`src/logic/ppwm_defs.vh`:
```
/*
 * Constants of the pixel pulse width modulator: widths, pin bit positions,
 * codes, calibration counts and timing figures.
 * Assumes the clock runs at 250 MHz and is included by its bare name.
 */
`ifndef PPWM_DEFS_VH
`define PPWM_DEFS_VH

`define PPWM_CODE_W        8
`define PPWM_LEN_W         12
`define PPWM_WORD_W        10
`define PPWM_PIN_W         12
`define PPWM_PIN_SD        8
`define PPWM_PIN_LT        9
`define PPWM_PIN_DOT       10
`define PPWM_PIN_CAL       11
`define PPWM_CODE_ZERO     8'h00
`define PPWM_CODE_FULL     8'hff
`define PPWM_FIFO_DEPTH    16
`define PPWM_FIFO_AW       4
`define PPWM_TRIM_W        7
`define PPWM_CAL_DIV       5'h1f
`define PPWM_CAL_STEPS     7'h40
`define PPWM_RAMP_BASE     12'h040
`define PPWM_TRIM_STEP     12'h004
`define PPWM_CLK_PERIOD_NS 4
`define PPWM_DOT_MIN_NS    20
`define PPWM_CAL_REQ_MIN_NS 1000
`define PPWM_DOT_MIN_CYC   ((`PPWM_DOT_MIN_NS + `PPWM_CLK_PERIOD_NS - 1) / `PPWM_CLK_PERIOD_NS)
`define PPWM_CAL_REQ_CYC   ((`PPWM_CAL_REQ_MIN_NS + `PPWM_CLK_PERIOD_NS - 1) / `PPWM_CLK_PERIOD_NS)

`endif

```
`src/logic/ppwm_cal.v`:
```
/*
 * Autocalibration sequencer: qualifies the request, then steps the ramp trim.
 * Assumes a filtered request level, a one-cycle dot tick and a ramp comparison.
 */
`include "ppwm_defs.vh"
`default_nettype none
module ppwm_cal (
   input  wire                    clk_in,
   input  wire                    rstn_in,
   input  wire                    ce_in,
   input  wire                    req_in,
   input  wire                    dot_tick_in,
   input  wire                    ramp_ok_in,
   output reg  [`PPWM_TRIM_W-1:0] trim_out,
   output reg                     done_out,
   output wire                    busy_out
);
   localparam ST_IDLE = 2'b00;
   localparam ST_HOLD = 2'b01;
   localparam ST_RUN  = 2'b10;
   localparam ST_DONE = 2'b11;

   reg [1:0]  state_r;
   reg [8:0]  hold_r;
   reg [4:0]  div_r;

   assign busy_out = (state_r == ST_HOLD) | (state_r == ST_RUN);

   always @(posedge clk_in or negedge rstn_in) begin
      if (!rstn_in) begin
         state_r  <= ST_IDLE;
         hold_r   <= 9'h000;
         div_r    <= 5'h00;
         trim_out <= {`PPWM_TRIM_W{1'b0}};
         done_out <= 1'b0;
      end else if (ce_in) begin
         case (state_r)
            ST_IDLE, ST_DONE: begin
               if (req_in) begin
                  state_r  <= ST_HOLD;
                  hold_r   <= 9'h000;
                  done_out <= 1'b0;
               end
            end
            ST_HOLD: begin
               // Internal state reset while the request stands
               trim_out <= {`PPWM_TRIM_W{1'b0}};
               div_r    <= 5'h00;
               if (req_in) begin
                  if (hold_r != 9'h1ff) begin
                     hold_r <= hold_r + 1'b1;
                  end
               end else if (hold_r >= (`PPWM_CAL_REQ_CYC - 1)) begin
                  state_r <= ST_RUN;
               end else begin
                  // Too short a request is dropped, old trim discarded
                  state_r <= ST_IDLE;
               end
            end
            ST_RUN: begin
               if (req_in) begin
                  state_r <= ST_HOLD;
                  hold_r  <= 9'h000;
               end else if (dot_tick_in) begin
                  div_r <= div_r + 1'b1;
                  if (div_r == `PPWM_CAL_DIV) begin
                     if (ramp_ok_in || trim_out == `PPWM_CAL_STEPS) begin
                        state_r  <= ST_DONE;
                        done_out <= 1'b1;
                     end else begin
                        trim_out <= trim_out + 1'b1;
                     end
                  end
               end
            end
            default: begin
               state_r <= ST_IDLE;
            end
         endcase
      end
   end
endmodule
`default_nettype wire

```
`src/logic/ppwm_fifo.v`:
```
/*
 * Pixel word FIFO, flip-flop storage addressed by index, valid/ready both sides.
 * Assumes one clock, a clock enable freezing all state and a synchronous flush.
 */
`include "ppwm_defs.vh"
`default_nettype none
module ppwm_fifo #(
   parameter W  = `PPWM_WORD_W,
   parameter D  = `PPWM_FIFO_DEPTH,
   parameter AW = `PPWM_FIFO_AW
) (
   input  wire          clk_in,
   input  wire          rstn_in,
   input  wire          ce_in,
   input  wire          flush_in,
   input  wire          in_valid_in,
   output wire          in_ready_out,
   input  wire [W-1:0]  in_data_in,
   output wire          out_valid_out,
   input  wire          out_ready_in,
   output wire [W-1:0]  out_data_out
);
   reg [W-1:0]  mem_r [0:D-1];
   reg [AW-1:0] wr_r;
   reg [AW-1:0] rd_r;
   reg [AW:0]   cnt_r;
   wire         push;
   wire         pop;

   assign in_ready_out  = (cnt_r != D[AW:0]);
   assign out_valid_out = (cnt_r != {(AW+1){1'b0}});
   assign out_data_out  = mem_r[rd_r];
   assign push          = in_valid_in & in_ready_out;
   assign pop           = out_valid_out & out_ready_in;

   always @(posedge clk_in) begin
      if (ce_in && push) begin
         mem_r[wr_r] <= in_data_in;
      end
   end

   always @(posedge clk_in or negedge rstn_in) begin
      if (!rstn_in) begin
         wr_r  <= {AW{1'b0}};
         rd_r  <= {AW{1'b0}};
         cnt_r <= {(AW+1){1'b0}};
      end else if (ce_in) begin
         if (flush_in) begin
            wr_r  <= {AW{1'b0}};
            rd_r  <= {AW{1'b0}};
            cnt_r <= {(AW+1){1'b0}};
         end else begin
            if (push) begin
               wr_r <= wr_r + 1'b1;
            end
            if (pop) begin
               rd_r <= rd_r + 1'b1;
            end
            if (push && !pop) begin
               cnt_r <= cnt_r + 1'b1;
            end else if (pop && !push) begin
               cnt_r <= cnt_r - 1'b1;
            end
         end
      end
   end
endmodule
`default_nettype wire

```
`src/logic/ppwm_top.v`:
```
/*
 * Pixel pulse width modulator top: pin synchronisers, dot period measurement,
 * pixel capture into a FIFO, fine time base pulse engine and calibration.
 * Assumes pins come from outside the clock domain and change only after the
 * dot clock rising edge, staying steady at least four clocks before the next.
 */
`include "ppwm_defs.vh"
`default_nettype none
module ppwm_top (
   input  wire                   clk_in,
   input  wire                   rstn_in,
   input  wire                   ce_in,
   input  wire                   dot_clk_in,
   input  wire [`PPWM_CODE_W-1:0] pixel_code_in,
   input  wire                   single_dual_edge_select_in,
   input  wire                   leading_trailing_select_in,
   input  wire                   cal_req_in,
   output reg                    pwm_out,
   output wire                   cal_done_out,
   output wire                   cal_busy_out,
   output wire                   pixel_ready_out,
   output reg                    rate_fault_out
);
   localparam MODE_LEADING  = 2'b00;
   localparam MODE_TRAILING = 2'b01;
   localparam MODE_CENTER   = 2'b10;

   // Fine offset: code times ramp length over 256
   function [`PPWM_LEN_W-1:0] ppwm_scale;
      input [`PPWM_CODE_W-1:0] code;
      input [`PPWM_LEN_W-1:0]  len;
      reg   [19:0]             prod;
      begin
         prod       = code * len;
         ppwm_scale = prod[19:8];
      end
   endfunction

   // Placement decode from the two select bits
   function [1:0] ppwm_mode;
      input sd;
      input lt;
      begin
         if (!sd) begin
            ppwm_mode = MODE_CENTER;
         end else if (lt) begin
            ppwm_mode = MODE_LEADING;
         end else begin
            ppwm_mode = MODE_TRAILING;
         end
      end
   endfunction

   wire [`PPWM_PIN_W-1:0] pins;
   reg  [`PPWM_PIN_W-1:0] s1_r;
   reg  [`PPWM_PIN_W-1:0] s2_r;
   reg  [`PPWM_PIN_W-1:0] s3_r;
   reg  [`PPWM_PIN_W-1:0] stable_r;
   reg  [`PPWM_PIN_W-1:0] stable_nxt;
   wire                   dot_rise;
   reg  [`PPWM_LEN_W-1:0] meas_r;
   reg  [`PPWM_LEN_W-1:0] period_r;
   reg                    period_valid_r;
   wire [`PPWM_TRIM_W-1:0] trim;
   wire                   cal_busy;
   wire                   cal_done;
   wire [`PPWM_LEN_W-1:0] ramp_len;
   wire                   ramp_ok;
   wire                   fifo_in_valid;
   wire                   fifo_in_ready;
   wire [`PPWM_WORD_W-1:0] fifo_in_data;
   wire                   fifo_out_valid;
   wire                   fifo_out_ready;
   wire [`PPWM_WORD_W-1:0] fifo_out_data;
   reg                    start_pend_r;
   reg                    active_r;
   reg  [`PPWM_CODE_W-1:0] code_r;
   reg  [1:0]             mode_r;
   reg  [`PPWM_LEN_W-1:0] phase_r;
   reg  [`PPWM_LEN_W-1:0] rise_r;
   reg  [`PPWM_LEN_W-1:0] fall_r;
   reg                    pwm_nxt;
   wire [`PPWM_LEN_W-1:0] offset;
   wire [`PPWM_LEN_W-1:0] half_len;
   wire [`PPWM_CODE_W-1:0] pop_code;
   wire [1:0]             pop_mode;
   wire                   engine_start;

   assign pins = {cal_req_in, dot_clk_in, leading_trailing_select_in,
                  single_dual_edge_select_in, pixel_code_in};

   // Three stages; the whole word moves only once stages two and three agree in every bit
   always @* begin
      stable_nxt = stable_r;
      if (s2_r == s3_r) begin
         stable_nxt = s3_r;
      end else begin
         stable_nxt = stable_r;
      end
   end

   always @(posedge clk_in or negedge rstn_in) begin
      if (!rstn_in) begin
         s1_r     <= {`PPWM_PIN_W{1'b0}};
         s2_r     <= {`PPWM_PIN_W{1'b0}};
         s3_r     <= {`PPWM_PIN_W{1'b0}};
         stable_r <= {`PPWM_PIN_W{1'b0}};
      end else if (ce_in) begin
         s1_r     <= pins;
         s2_r     <= s1_r;
         s3_r     <= s2_r;
         stable_r <= stable_nxt;
      end
   end

   assign dot_rise = stable_nxt[`PPWM_PIN_DOT] & ~stable_r[`PPWM_PIN_DOT];

   // Dot period in clocks, saturating; sets the ramp target
   always @(posedge clk_in or negedge rstn_in) begin
      if (!rstn_in) begin
         meas_r         <= {`PPWM_LEN_W{1'b0}};
         period_r       <= {`PPWM_LEN_W{1'b0}};
         period_valid_r <= 1'b0;
         rate_fault_out <= 1'b0;
      end else if (ce_in) begin
         if (dot_rise) begin
            meas_r         <= {{(`PPWM_LEN_W-1){1'b0}}, 1'b1};
            period_r       <= meas_r;
            period_valid_r <= 1'b1;
            // Below the minimum period the fine steps get too coarse
            rate_fault_out <= period_valid_r &&
                              (meas_r < `PPWM_DOT_MIN_CYC);
         end else if (meas_r != {`PPWM_LEN_W{1'b1}}) begin
            meas_r <= meas_r + 1'b1;
         end
      end
   end

   assign ramp_len = `PPWM_RAMP_BASE + {{(`PPWM_LEN_W-`PPWM_TRIM_W){1'b0}}, trim} *
                     `PPWM_TRIM_STEP;
   assign ramp_ok  = period_valid_r && (ramp_len >= period_r);

   ppwm_cal u_cal (
      .clk_in      (clk_in),
      .rstn_in     (rstn_in),
      .ce_in       (ce_in),
      .req_in      (stable_r[`PPWM_PIN_CAL]),
      .dot_tick_in (dot_rise),
      .ramp_ok_in  (ramp_ok),
      .trim_out    (trim),
      .done_out    (cal_done),
      .busy_out    (cal_busy)
   );

   assign cal_done_out = cal_done;
   assign cal_busy_out = cal_busy;

   // Old stable value at the edge is the pair presented at the previous edge
   assign fifo_in_valid = dot_rise & ~cal_busy;
   assign fifo_in_data  = stable_r[`PPWM_WORD_W-1:0];
   assign pixel_ready_out = fifo_in_ready;

   ppwm_fifo #(
      .W  (`PPWM_WORD_W),
      .D  (`PPWM_FIFO_DEPTH),
      .AW (`PPWM_FIFO_AW)
   ) u_fifo (
      .clk_in        (clk_in),
      .rstn_in       (rstn_in),
      .ce_in         (ce_in),
      .flush_in      (stable_r[`PPWM_PIN_CAL]),
      .in_valid_in   (fifo_in_valid),
      .in_ready_out  (fifo_in_ready),
      .in_data_in    (fifo_in_data),
      .out_valid_out (fifo_out_valid),
      .out_ready_in  (fifo_out_ready),
      .out_data_out  (fifo_out_data)
   );

   // Each word waits for the dot edge that opens its output period;
   // the engine stalls during calibration, and no words are captured then
   assign fifo_out_ready = start_pend_r & ~cal_busy;
   assign engine_start   = fifo_out_valid & fifo_out_ready;
   assign pop_code       = fifo_out_data[`PPWM_CODE_W-1:0];
   assign pop_mode       = ppwm_mode(fifo_out_data[`PPWM_PIN_SD],
                                     fifo_out_data[`PPWM_PIN_LT]);
   assign offset         = ppwm_scale(pop_code, ramp_len);
   assign half_len       = {1'b0, ramp_len[`PPWM_LEN_W-1:1]};

   always @(posedge clk_in or negedge rstn_in) begin
      if (!rstn_in) begin
         start_pend_r <= 1'b0;
      end else if (ce_in) begin
         if (fifo_in_valid) begin
            start_pend_r <= 1'b1;
         end else if (engine_start || cal_busy) begin
            start_pend_r <= 1'b0;
         end
      end
   end

   // Edge positions fixed at the period start, in fine steps
   always @(posedge clk_in or negedge rstn_in) begin
      if (!rstn_in) begin
         active_r <= 1'b0;
         code_r   <= `PPWM_CODE_ZERO;
         mode_r   <= MODE_CENTER;
         phase_r  <= {`PPWM_LEN_W{1'b0}};
         rise_r   <= {`PPWM_LEN_W{1'b0}};
         fall_r   <= {`PPWM_LEN_W{1'b0}};
      end else if (ce_in) begin
         if (cal_busy) begin
            active_r <= 1'b0;
            code_r   <= `PPWM_CODE_ZERO;
         end else if (engine_start) begin
            active_r <= 1'b1;
            code_r   <= pop_code;
            mode_r   <= pop_mode;
            phase_r  <= {`PPWM_LEN_W{1'b0}};
            case (pop_mode)
               MODE_LEADING: begin
                  rise_r <= ramp_len - offset;
                  fall_r <= {`PPWM_LEN_W{1'b1}};
               end
               MODE_TRAILING: begin
                  rise_r <= {`PPWM_LEN_W{1'b0}};
                  fall_r <= offset;
               end
               MODE_CENTER: begin
                  rise_r <= half_len - {1'b0, offset[`PPWM_LEN_W-1:1]};
                  fall_r <= half_len + {1'b0, offset[`PPWM_LEN_W-1:1]};
               end
               default: begin
                  rise_r <= {`PPWM_LEN_W{1'b0}};
                  fall_r <= {`PPWM_LEN_W{1'b0}};
               end
            endcase
         end else if (active_r && phase_r != {`PPWM_LEN_W{1'b1}}) begin
            phase_r <= phase_r + 1'b1;
         end
      end
   end

   // Output level from the phase; leading placement holds high to period end
   always @* begin
      pwm_nxt = 1'b0;
      if (!active_r || cal_busy) begin
         pwm_nxt = 1'b0;
      end else if (code_r == `PPWM_CODE_ZERO) begin
         pwm_nxt = 1'b0;
      end else if (code_r == `PPWM_CODE_FULL) begin
         pwm_nxt = 1'b1;
      end else begin
         case (mode_r)
            MODE_LEADING: begin
               pwm_nxt = (phase_r >= rise_r);
            end
            MODE_TRAILING: begin
               pwm_nxt = (phase_r < fall_r);
            end
            MODE_CENTER: begin
               pwm_nxt = (phase_r >= rise_r) && (phase_r < fall_r);
            end
            default: begin
               pwm_nxt = 1'b0;
            end
         endcase
      end
   end

   always @(posedge clk_in or negedge rstn_in) begin
      if (!rstn_in) begin
         pwm_out <= 1'b0;
      end else if (ce_in) begin
         pwm_out <= pwm_nxt;
      end
   end
endmodule
`default_nettype wire
```
`config.mk`:
```
export PLATFORM = sky130hd
export DESIGN_NAME = ppwm_top
export DESIGN_NICKNAME = d
export VERILOG_FILES = /design/src/logic/ppwm_cal.v /design/src/logic/ppwm_fifo.v /design/src/logic/ppwm_top.v
export VERILOG_INCLUDE_DIRS = /design/src /design/src/logic
export SDC_FILE = /design/constraint.sdc
export NUM_CORES = 1
export LEC_CHECK = 0
export BUFFER_PORTS_ARGS = -buffer_cell sky130_fd_sc_hd__buf_2
export CORE_MARGIN = 2
export CORE_UTILIZATION = 45
export CTS_CLUSTER_SIZE = 12
export DETAILED_ROUTE_END_ITERATION = 16
export GPL_ROUTABILITY_DRIVEN = 0
export PLACE_DENSITY = 0.67
export SYNTH_ARGS = -nofsm -noshare
export SYNTH_HDL_FRONTEND = slang
export SYNTH_SLANG_ARGS = --single-unit
```
`constraint.sdc`:
```
create_clock -name clk_in -period 7.6 [get_ports clk_in]
set_input_delay 0.38 -clock clk_in [delete_from_list [all_inputs] [get_ports clk_in]]
set_output_delay 0.38 -clock clk_in [all_outputs]
set_load 0.02 [all_outputs]
```
# Yosys cells after proc, flatten, opt, wreduce, memory -nomap -nowiden
# Memories as Yosys holds them, arrays and structs flattened.
# Cells that the tools add are included.
# word_totals
register_bits	160
elab_cells	179
ram_bits	160
memories	1
# mem_list
name	depth	width	read_ports	rd_clocked_by_memory_dff	wr	line_no	rtl
u_fifo.mem_r	16	10	1	0	1	ppwm_fifo.v:23	reg [W-1:0] mem_r [0:D-1];
# op_classes
order_cmp	5
multipliers	1
n_mux	54
bitwise	8
n_reduce_logical	44
n_eq_ne	28
n_addsub	13
# op_table
op	count
$mux W12	4
$pmux W12 S3	1
$mux W7	4
$mux W9	3
$mux W5	5
$add A12 B1 Y12 const B	2
$ne A12 B12 Y1 const B	2
$pmux W12 S2	1
$mul A8 B10 Y18	1
$ne A2 B2 Y1 const B	9
$pmux W9 S2	1
$mux W2	8
$mux W4	4
$mux W8	2
$reduce_and A2 Y1	8
$reduce_bool A2 Y1	8
$mux W1	15
$pmux W7 S2	1
$eq A12 B12 Y1	1
$ge A10 B12 Y1	1
$ge A12 B12 Y1	1
$lt A12 B12 Y1	1
$lt A12 B3 Y1 const B	1
$reduce_and A6 Y1	2
39 further kinds	67

# Logic depth before layout (Yosys ltp)
# Gate-level depths: netlist (run 1).
# logic_depth
word_depth	10
mapped_depth	33
mapped_depth_nobuf	29

# Cells and area by module
# From an unflattened synthesis (run 1), not the netlist that was laid out.
# hier_totals
hier_cells	1509
area_unflattened_um2	17645.7
# by_module_without_submodules
module	cells_each	area_each_um2	n_inst	seq_area_each_um2
ppwm_top	933	9078.7	1	3029.2
ppwm_fifo	417	7111.8	1	5129.9
ppwm_cal	159	1455.1	1	600.6

# Worst setup path after synthesis (run 1)
# OpenSTA, ideal clock, no wires.
# synth_timing
path_type	register -> register
start	register u_fifo.rd_r[0]
end	register fall_r[9]
slack_ns	-0.495
t_arrival_ns	7.949
stages_incl_launch_ff	31
required_time_ns	7.454
cell_sequence	dfrtp_1 -> buf_2 -> buf_2 -> buf_2 -> clkbuf_1 -> mux4_2 -> mux4_2 -> and2_1 -> fa_1 -> inv_1 -> fa_1 -> inv_1 -> fa_1 -> inv_1 -> fa_1 -> inv_1 -> ha_1 -> clkbuf_1 -> nand3_1 -> o31ai_1 -> xor2_1 -> ha_1 -> clkbuf_1 -> nor2b_1 -> o21ai_0 -> a21oi_1 -> o21ai_0 -> nand2b_1 -> a21o_1 -> a2111oi_0 -> a221oi_1
# synth_between
elab_chain_cells	5
elab_cells_between_ends	9
classes_between	add/sub: 1; mul: 1; eq/ne: 2; mux: 3; reduce/logical: 1; memory: 1
# synth_rtl
element	line_no	rtl
start: declaration	ppwm_fifo.v:25	reg [AW-1:0] rd_r;
start signal: assignment	ppwm_fifo.v:45	rd_r <= {AW{1'b0}};
start signal: assignment	ppwm_fifo.v:50	rd_r <= {AW{1'b0}};
start signal: assignment	ppwm_fifo.v:57	rd_r <= rd_r + 1'b1;
$mem_v2 Z16 W10 *	--	
branches (longest 3 deep; another with $mul A8 B10 Y18)	--	
$pmux W12 S3 *	ppwm_top.v:220	case (pop_mode)
end signal: assignment	ppwm_top.v:223	fall_r <= {`PPWM_LEN_W{1'b1}};
end signal: assignment	ppwm_top.v:227	fall_r <= offset;
end signal: assignment	ppwm_top.v:231	fall_r <= half_len + {1'b0, offset[`PPWM_LEN_W-1:1]};
end: declaration	ppwm_top.v:81	reg [`PPWM_LEN_W-1:0] fall_r;
# Every way passes the cells marked *.
# A chain may end at the register's enable or synchronous reset.

# Worst setup path in the final report (run 1)
# layout_timing
start	register u_fifo.rd_r[0]
end	register rise_r[8]
# layout_between
elab_chain_cells	5
elab_cells_between_ends	9
classes_between	add/sub: 2; mul: 1; eq/ne: 1; mux: 3; reduce/logical: 1; memory: 1
# layout_rtl
element	line_no	rtl
$mem_v2 Z16 W10 *	--	
branches (longest 3 deep; another with $mul A8 B10 Y18)	--	
$pmux W12 S2 *	ppwm_top.v:220	
end signal: assignment	ppwm_top.v:222	rise_r <= ramp_len - offset;
end signal: assignment	ppwm_top.v:226	rise_r <= {`PPWM_LEN_W{1'b0}};
end signal: assignment	ppwm_top.v:230	rise_r <= half_len - {1'b0, offset[`PPWM_LEN_W-1:1]};
end: declaration	ppwm_top.v:80	reg [`PPWM_LEN_W-1:0] rise_r;
# Marked as above.

==> results.py, run 1 <==
metrics = {
    "status": {
        "status": "completed",
    },
    "floorplan": {
        "rows": 71,
        "io_pins": 20,
        "die_w_um": 199,
        "die-height_um": 199,
        "die_area_um2": 39500,
        "start_util": 0.455,
        "core_region_area_um2": 37500,
    },
    "sta": {
        "tightestPinTransition_ps": 925,
        "fmax_mhz": 138,
        "maxSlewViolCount": 0,
        "fin_crit_ps": 7250,
        "finalSetupViolations": 0,
        "rsz0062_at_grt": "yes",
        "hold_viol": 0,
        "fin_crit_sh": 0.955,
        "clock_skew_ps": 16.9,
        "relSlewSlack": 0.378,
        "holdWs_ps": 99.3,
    },
    "worst_setup_path": {
        "cp-end-kind": "flip-flop",
        "max_stage_delay_ps": 570,
        "worst_path_max_delay_cell": "mux4_2",
        "cp.arrival_ps": 7690,
        "cp_max_fo": 19,
        "crit_buf_inv": 5,
        "cp.required_ps": 8030,
        "critical_path_class": "flip-flop to flip-flop",
        "crit_family": "adder cells",
        "cp-start-kind": "flip-flop",
    },
    "cells_and_area": {
        "drive_gt1_frac": 0.149,
        "fillerInstances": 3285,
        "diodes": 0,
        "final_cells": 1956,
        "finalCoreUtilization": 0.509,
        "layout.nets": 1579,
        "syn2layout_area_growth_pct": 11.9,
        "final_area_um2": 19100,
    },
    "logic_synthesis": {
        "yosysUniqueCellTypes": 70,
        "synth_edf_count": 160,
        "yosys-top-cells-count": "edfxtp_1 (160), dfrtp_1 (157), inv_1 (122)",
        "post-synth-top-count-cell": "edfxtp_1",
        "yosys.area.top_type": "edfxtp_1",
        "yosysWarnings": 0,
        "synth-main-ff-cell": "edfxtp_1",
        "synth.yosys.seq_area_share": 0.514,
        "synth_top_area_share": 0.282,
        "synth_cells": 1377,
        "avgSynthCellArea_um2": 12.4,
        "synth_nets": 1537,
        "syn_area_um2": 17100,
        "ys_ff_latch": 318,
        "yosys-top-cells-area": "edfxtp_1 (28%), dfrtp_1 (23%), ha_1 (7.9%)",
        "async_flop_share": 0.497,
    },
    "place": {
        "hpwl_mm": 25.2,
        "dpl.cell_count": 1889,
        "numPortBuffers": 19,
        "postPlaceCellArea_um2": 17900,
    },
    "clock_network": {
        "clock_path_buffers": 3,
        "clockRootBuffer": "clkbuf_16",
        "clock_latency_ps": 520,
        "clkSinkCount": 318,
        "clkTransAtPathRegs_ps": 60,
        "cts_buffers": 35,
        "cts_tree": "done",
        "cts.htree.levels": 2,
    },
    "power": {
        "ir_worst_vdd_uv": 185,
        "power.density_nw_per_um2": 265,
        "fin_total_pwr_w": 0.00506,
        "power_leakage_nw": 8.37,
    },
    "global_route": {
        "grt_pass1_wl_mm": 58.3,
        "grt.total_usage": 0.188,
        "grt_pass1_vias": 10966,
        "overflow": 0,
        "grt_max_degree": 87,
        "antenna_found_initial": 0,
    },
    "routing": {
        "routed_via_density": 5.49,
        "vias": 10745,
        "finalWirelength_mm": 35.7,
        "avgRoutedWirePerCell_um": 18.3,
        "dr.pass1.iters": 7,
        "drt_iter0_drc": 706,
        "drc": 0,
        "ant_nets": 0,
    },
    "worst_hold_path": {
        "hp-class": "input pin to flip-flop",
    },
    "flow_run": {
        "max-cap-violations": 0,
    },
}
-- cells by family after synthesis --
group | share of synthesized area
DFF | 0.514
and+or+nand+nor | 0.102
muxes | 0.104
adders and majority gates | 0.123
AOI/OAI and AO/OA | 0.0869
xor gates and xnor gates | 0.0313
buffers and inverters | 0.0387
-- layer usage --
| metal | up-vias | GRT usage | part of all wire |
|---|---|---|---|
| li1 | 5055 | - | - |
| met1 | 5423 | 0.247 | 0.44 |
| met2 | 210 | 0.328 | 0.50 |
| met3 | 57 | 0.0292 | 0.045 |
| met4 | 0 | 0.0475 | 0.021 |
| met5 | - | 0 | 0 |
-- timing repair --
item / CTS / global route
endpoints found under the setup margin: 0 / 7
setup buffers: 0 / 3
hold buffers: 1 / 0
gates resized for setup: 0 / 11
endpoints found under the hold margin: 77 / 0
-- registers in the layout, summed over array words and instances, names as in the netlist, 9 cells and up --
signal,count
u_fifo.mem_r,160
meas_r,12
period_r,12
phase_r,12
s1_r,12
s2_r,12
s3_r,12
stable_r,12
fall_r,11
rise_r,11
u_cal.hold_r,9
-- cells in the final DEF, fill, tap and decap left out, types with 9 or more instances in the layout --
cell       synthesis  layout
a21o_1            22      22
a21oi_1           50      49
and2_1            58      58
and3_1            11      11
buf_2              5      18
buf_4              0      31
clkbuf_1          36      16
clkbuf_16          0      36
dfrtp_1          157     156
edfxtp_1         160     160
fa_1              38      38
ha_1             107     104
inv_1            122     122
mux2_2            50      50
mux4_2            45      45
nand2_1           92      92
nand2b_1          11      11
nand3_1           17      17
nand4_1           18      18
nor2_1            67      67
nor3_1            15      15
nor4_1             9       9
o21ai_0           70      70
o31ai_1           13      12
or3_1             16      16
xnor2_1           35      32
xor2_1            26      25
-- path summary, 6_finish.rpt --
path                       slack (ps)                        from  depth (start not counted)                          to
min in group asynchronous         470                     rstn_in                          2       fall_r[2]$_DFFE_PN0P_
hold reg to reg                   480    period_r[11]$_DFFE_PN0P_                          2    period_r[11]$_DFFE_PN0P_
hold / removal                    100  leading_trailing_select_in                          2         s1_r[9]$_DFFE_PN0P_
setup reg to reg                  350  u_fifo.rd_r[0]$_DFFE_PN0P_                         28       rise_r[8]$_DFFE_PN0P_
max in group asynchronous        5560                     rstn_in                          3  u_fifo.rd_r[0]$_DFFE_PN0P_
setup / recovery                  350  u_fifo.rd_r[0]$_DFFE_PN0P_                         28       rise_r[8]$_DFFE_PN0P_
-- metrics by stage --
step                setup WS (ps)  TNS, ps
detailed placement            267        0
floorplan                    24.8        0
global placement              374        0
global route                -57.3    -64.0
finish                        345        0
CTS                           249        0
-- final cells by class --
| class | count | area (um^2) | area share |
|---|---|---|---|
| clock inverter | 6 | 98.8 | 0.00518 |
| timing repair buffer | 54 | 404 | 0.0212 |
| clock buffer | 57 | 1030 | 0.0539 |
| tap | 511 | 639 | 0.0335 |
| multi-input combinational | 887 | 7690 | 0.403 |
| inverter | 123 | 462 | 0.0242 |
| sequential | 318 | 8760 | 0.459 |
-- report_power, final --
group	switching [W]	total, W	leakage [nW]	internal [W]
logic	0.000753	0.00136	4.13	0.000611
clock network	0.000666	0.00166	0.546	0.000998
registers	0.000106	0.00204	3.70	0.00193
(Power assumes the default switching activity.)
==> inputs of run 2 (changes only) <==
Settings changed: RECOVER_POWER set to 100, SKIP_CTS_REPAIR_TIMING set to 1.
==> results.py, run 2 (synthesis gave the netlist of run 1 again) <==
metrics = {
    "power": {
        "clkPwrFrac": 0.329,
        "p_comb_frac": 0.269,
        "internal_power_w": 0.00354,
        "power.density_nw_per_um2": 266,
        "power_leakage_nw": 8.31,
        "ir_worst_vdd_uv": 183,
        "p_seq_frac": 0.402,
        "swShare": 0.301,
        "p_switching_w": 0.00152,
    },
    "sta": {
        "clock_skew_ps": 17.1,
        "finalSetupViolations": 0,
        "fin_crit_sh": 0.954,
        "tightestPinTransition_ps": 4760,
        "maxSlewViolCount": 220,
        "fmax_mhz": 138,
        "fin_crit_ps": 7250,
        "tns_ps": 0,
        "rsz0062_at_grt": "yes",
        "hold_viol": 0,
        "relSlewSlack": -2.18,
    },
    "global_route": {
        "grt_pass1_wl_mm": 58.3,
        "overflow": 0,
        "grt_pass1_vias": 10954,
        "grt.total_usage": 0.188,
        "grt_max_degree": 87,
        "antenna_found_initial": 0,
    },
    "clock_network": {
        "clock_path_buffers": 3,
        "clkTransAtPathRegs_ps": 60,
        "cts_tree": "done",
        "clock_latency_ps": 520,
        "clkSinkCount": 318,
        "clockRootBuffer": "clkbuf_16",
        "cts.htree.levels": 2,
        "cts_buffers": 35,
    },
    "worst_setup_path": {
        "reg2reg_depth": 28,
        "worst_path_max_delay_cell": "mux4_2",
        "cp_max_fo": 19,
        "cp-start-kind": "flip-flop",
        "reg2reg_slack_ps": 350,
        "cp-end-kind": "flip-flop",
        "max_stage_delay_ps": 570,
        "cp.arrival_ps": 7680,
        "cp.required_ps": 8030,
        "critical_path_class": "flip-flop to flip-flop",
    },
    "routing": {
        "drt_iter0_drc": 730,
        "ant_nets": 0,
        "drc": 0,
        "routed_via_density": 5.47,
        "dr.pass1.iters": 5,
        "avgRoutedWirePerCell_um": 18.3,
        "finalWirelength_mm": 35.7,
        "vias": 10708,
    },
    "floorplan": {
        "die_w_um": 199,
        "die_area_um2": 39500,
        "io_pins": 20,
        "rows": 71,
        "die-height_um": 199,
        "start_util": 0.455,
        "core_region_area_um2": 37500,
    },
    "status": {
        "failed_checks": "max-capacitance violations, max-slew violations",
        "status": "finished with violations",
    },
    "cells_and_area": {
        "layout_common_cells": "edfxtp_1 (160), dfrtp_1 (156), inv_1 (122)",
        "final_cells": 1956,
        "drive_gt1_frac": 0.140,
        "largest_reg_flops": 160,
        "top_register": "u_fifo.mem_r",
        "diodes": 0,
        "layout.nets": 1579,
        "fillerInstances": 3295,
        "syn2layout_area_growth_pct": 11.7,
        "final_common_cell": "edfxtp_1",
    },
    "place": {
        "numPortBuffers": 19,
        "hpwl_mm": 25.2,
        "dpl.cell_count": 1889,
    },
    "worst_hold_path": {
        "hp-class": "input pin to flip-flop",
        "hold_path_depth": 2,
    },
    "flow_run": {
        "max-cap-violations": 3,
    },
}
## run 2: metal layers
metal	up-vias	GRT usage	share of wire
li1	5057	-	-
met1	5385	0.247	0.44
met2	205	0.327	0.50
met3	61	0.0292	0.042
met4	0	0.0475	0.022
met5	-	0	0
## run 2: area by class of cell
cell class | count | area (um^2) | area share
flip-flops and latches | 318 | 8760 | 0.460
multi-input cells | 887 | 7690 | 0.404
clock buffers | 57 | 1030 | 0.0541
well taps | 511 | 639 | 0.0336
inverters | 123 | 462 | 0.0242
repair buffers | 54 | 365 | 0.0192
clock inverters | 6 | 98.8 | 0.00519
## run 2: worst max-delay path: cells and delay by family (launching register included)
| family | cells | cell delay [ps] |
|---|---|---|
| AOI/OAI and AO/OA | 10 | 1660 |
| xor gates and xnor gates | 2 | 340 |
| adders and majority gates | 6 | 2800 |
| buffers and inverters | 5 | 490 |
| DFF | 1 | 420 |
| muxes | 2 | 1070 |
| and+or+nand+nor | 3 | 390 |
## run 2: final timing paths
check | from | end
setup / recovery | u_fifo.rd_r[0]$_DFFE_PN0P_ | rise_r[8]$_DFFE_PN0P_
hold / removal | leading_trailing_select_in | s1_r[9]$_DFFE_PN0P_
setup reg to reg | u_fifo.rd_r[0]$_DFFE_PN0P_ | rise_r[8]$_DFFE_PN0P_
hold reg to reg | period_r[10]$_DFFE_PN0P_ | period_r[10]$_DFFE_PN0P_
max in group asynchronous | rstn_in | u_fifo.rd_r[0]$_DFFE_PN0P_
min in group asynchronous | rstn_in | fall_r[2]$_DFFE_PN0P_
## run 2: power by group through the flow
stage	Sequential (W)	Combinational [W]	Clock, W
after floorplan	0.00203	0.00100	0
after global placement	0.00206	0.00131	0
after detailed placement	0.00207	0.00135	0
after CTS	0.00204	0.00136	0.00171
after global routing	0.00205	0.00152	0.00178
final	0.00204	0.00136	0.00166
## run 2: through the flow
step | worst slack, ps | total power [W] | cell area, um^2 | hold WS (ps) | utilization
finish | 350 | 0.00506 | 19000 | 99.4 | 0.508
CTS | 249 | 0.00510 | 19000 | -64.5 | 0.507
floorplan | 24.8 | 0.00304 | 17100 | 84.4 | -
global placement | 374 | 0.00338 | 17900 | 466 | 0.477
global route | -57.3 | 0.00535 | 19000 | 70.7 | 0.508
detailed placement | 267 | 0.00342 | 17900 | 468 | 0.477
==> inputs of run 3 (changes only) <==
Settings changed: CORE_ASPECT_RATIO set to 0.5, HOLD_SLACK_MARGIN set to 0.15.
==> results.py, run 3 (synthesis gave the netlist of run 1 again) <==
metrics = {
    "global_route": {
        "grt_pass1_vias": 11184,
        "grt_pass1_wl_mm": 59.7,
        "grt.total_usage": 0.192,
        "antenna_found_initial": 0,
        "overflow": 0,
        "grt_max_degree": 86,
    },
    "place": {
        "postPlaceCellArea_um2": 17800,
        "hpwl_mm": 25.1,
        "numPortBuffers": 19,
        "place_ws_ps": 145,
        "dpl.cell_count": 1860,
    },
    "floorplan": {
        "rows": 50,
        "io_pins": 20,
        "die_area_um2": 39600,
        "die-height_um": 142,
        "die_w_um": 279,
        "start_util": 0.457,
        "core_region_area_um2": 37300,
    },
    "cells_and_area": {
        "largest_reg_flops": 160,
        "final_common_cell": "edfxtp_1",
        "top_register": "u_fifo.mem_r",
        "syn2layout_area_growth_pct": 12.2,
        "layout_common_cells": "edfxtp_1 (160), dfrtp_1 (156), inv_1 (122)",
        "final_cells": 1948,
        "finalCoreUtilization": 0.512,
        "layout.nets": 1588,
        "final_area_um2": 19100,
        "drive_gt1_frac": 0.145,
        "fillerInstances": 3083,
    },
    "worst_hold_path": {
        "hp-class": "flip-flop to flip-flop",
    },
    "routing": {
        "finalWirelength_mm": 37.5,
        "drt_iter0_drc": 900,
        "ant_nets": 0,
        "vias": 10971,
        "dr.pass1.iters": 5,
        "drc": 0,
        "avgRoutedWirePerCell_um": 19.2,
        "routed_via_density": 5.63,
    },
    "worst_setup_path": {
        "critical_path_class": "flip-flop to flip-flop",
        "cp.required_ps": 8000,
        "cp-end-kind": "flip-flop",
        "cp-start-kind": "flip-flop",
        "cp.arrival_ps": 7670,
        "cp_max_fo": 15,
    },
    "sta": {
        "fin_crit_sh": 0.957,
        "rsz0062_at_grt": "yes",
        "maxSlewViolCount": 86,
        "fin_crit_ps": 7270,
        "tightestPinTransition_ps": 5030,
        "finalSetupViolations": 0,
        "setup_ws_ps": 327,
        "relSlewSlack": -2.36,
        "hold_viol": 0,
        "fmax_mhz": 137,
        "clock_skew_ps": 39.4,
    },
    "clock_network": {
        "clkTransAtPathRegs_ps": 60,
        "cts_buffers": 34,
        "clkSinkCount": 318,
        "clockRootBuffer": "clkbuf_16",
        "cts_tree": "done",
        "cts.htree.levels": 2,
        "clock_path_buffers": 3,
        "clock_latency_ps": 550,
    },
    "power": {
        "power.density_nw_per_um2": 263,
        "ir_worst_vdd_uv": 138,
        "power_leakage_nw": 8.36,
    },
    "flow_run": {
        "max-cap-violations": 1,
    },
    "status": {
        "failed_checks": "max-capacitance violations, max-slew violations",
        "status": "finished with violations",
    },
}
==> run 3: cell types whose count changed in the layout (fill, tap and decap cells not counted), sizes merged <==
cell and delta:
buf +7, bufinv -1, clkbuf -12, diode +1, dlygate4sd3 +12, inv +2
==> run 3: layout make-up <==
cell class	count	area, um^2	area share
clock inverter	7	110	0.00576
antenna	1	2.50	0.000131
tap	494	618	0.0323
multi-input combinational	887	7740	0.404
clock buffer	54	946	0.0494
inverter	123	462	0.0241
sequential	318	8760	0.458
timing repair buffer	64	494	0.0258
==> run 3: stage by stage <==
stage | total power (W) | hold slack [ps] | setup TNS (ps)
CTS | 0.00499 | -36.7 | 0
floorplan | 0.00304 | 84.4 | 0
global route | 0.00531 | 522 | -203
finish | 0.00503 | 487 | 0
global placement | 0.00334 | 464 | 0
detailed placement | 0.00339 | 473 | 0
==> run 3: path summary, 6_finish.rpt <==
path                                              end                       start  cells after the start  slack, ps
setup / recovery                fall_r[9]$_DFFE_PN0P_  u_fifo.rd_r[0]$_DFFE_PN0P_                     25        330
hold / removal             rate_fault_out$_DFFE_PN0P_  rate_fault_out$_DFFE_PN0P_                      2        490
setup reg to reg                fall_r[9]$_DFFE_PN0P_  u_fifo.rd_r[0]$_DFFE_PN0P_                     25        330
hold reg to reg            rate_fault_out$_DFFE_PN0P_  rate_fault_out$_DFFE_PN0P_                      2        490
max in group asynchronous  u_fifo.rd_r[0]$_DFFE_PN0P_                     rstn_in                      3       2330
min in group asynchronous     stable_r[6]$_DFFE_PN0P_                     rstn_in                      2       2240
==> run 3: worst max-delay path: stages, from the launching register on <==
cell       delay [ps]
dfrtp_2           430
buf_12            190
mux4_2            510
mux4_2            590
and2_1            220
fa_1              520
fa_1              460
fa_1              540
inv_1              50
fa_1              530
inv_1              40
ha_1              360
a21o_1            210
a21oi_2           220
o31ai_4           130
a21oi_2           240
xnor2_2           160
inv_1              70
ha_1              400
o21ai_0           160
a21oi_1           120
o21ai_0           200
nand2b_1          130
a21o_1            200
a2111oi_2         360
a221oi_1           80
==> run 3: routing by layer <==
metal	GRT usage	wire (um)	share of wire
met5	0	0	0
met4	0.0685	1030	0.027
met3	0.0311	1920	0.051
met2	0.328	18400	0.49
met1	0.250	16100	0.43
==> run 3: power breakdown <==
part           total (W)  internal (W)  switching, W
combinational    0.00140      0.000639      0.000764
sequential       0.00204       0.00193      0.000112
clock            0.00159      0.000904      0.000686
total            0.00503       0.00347       0.00156
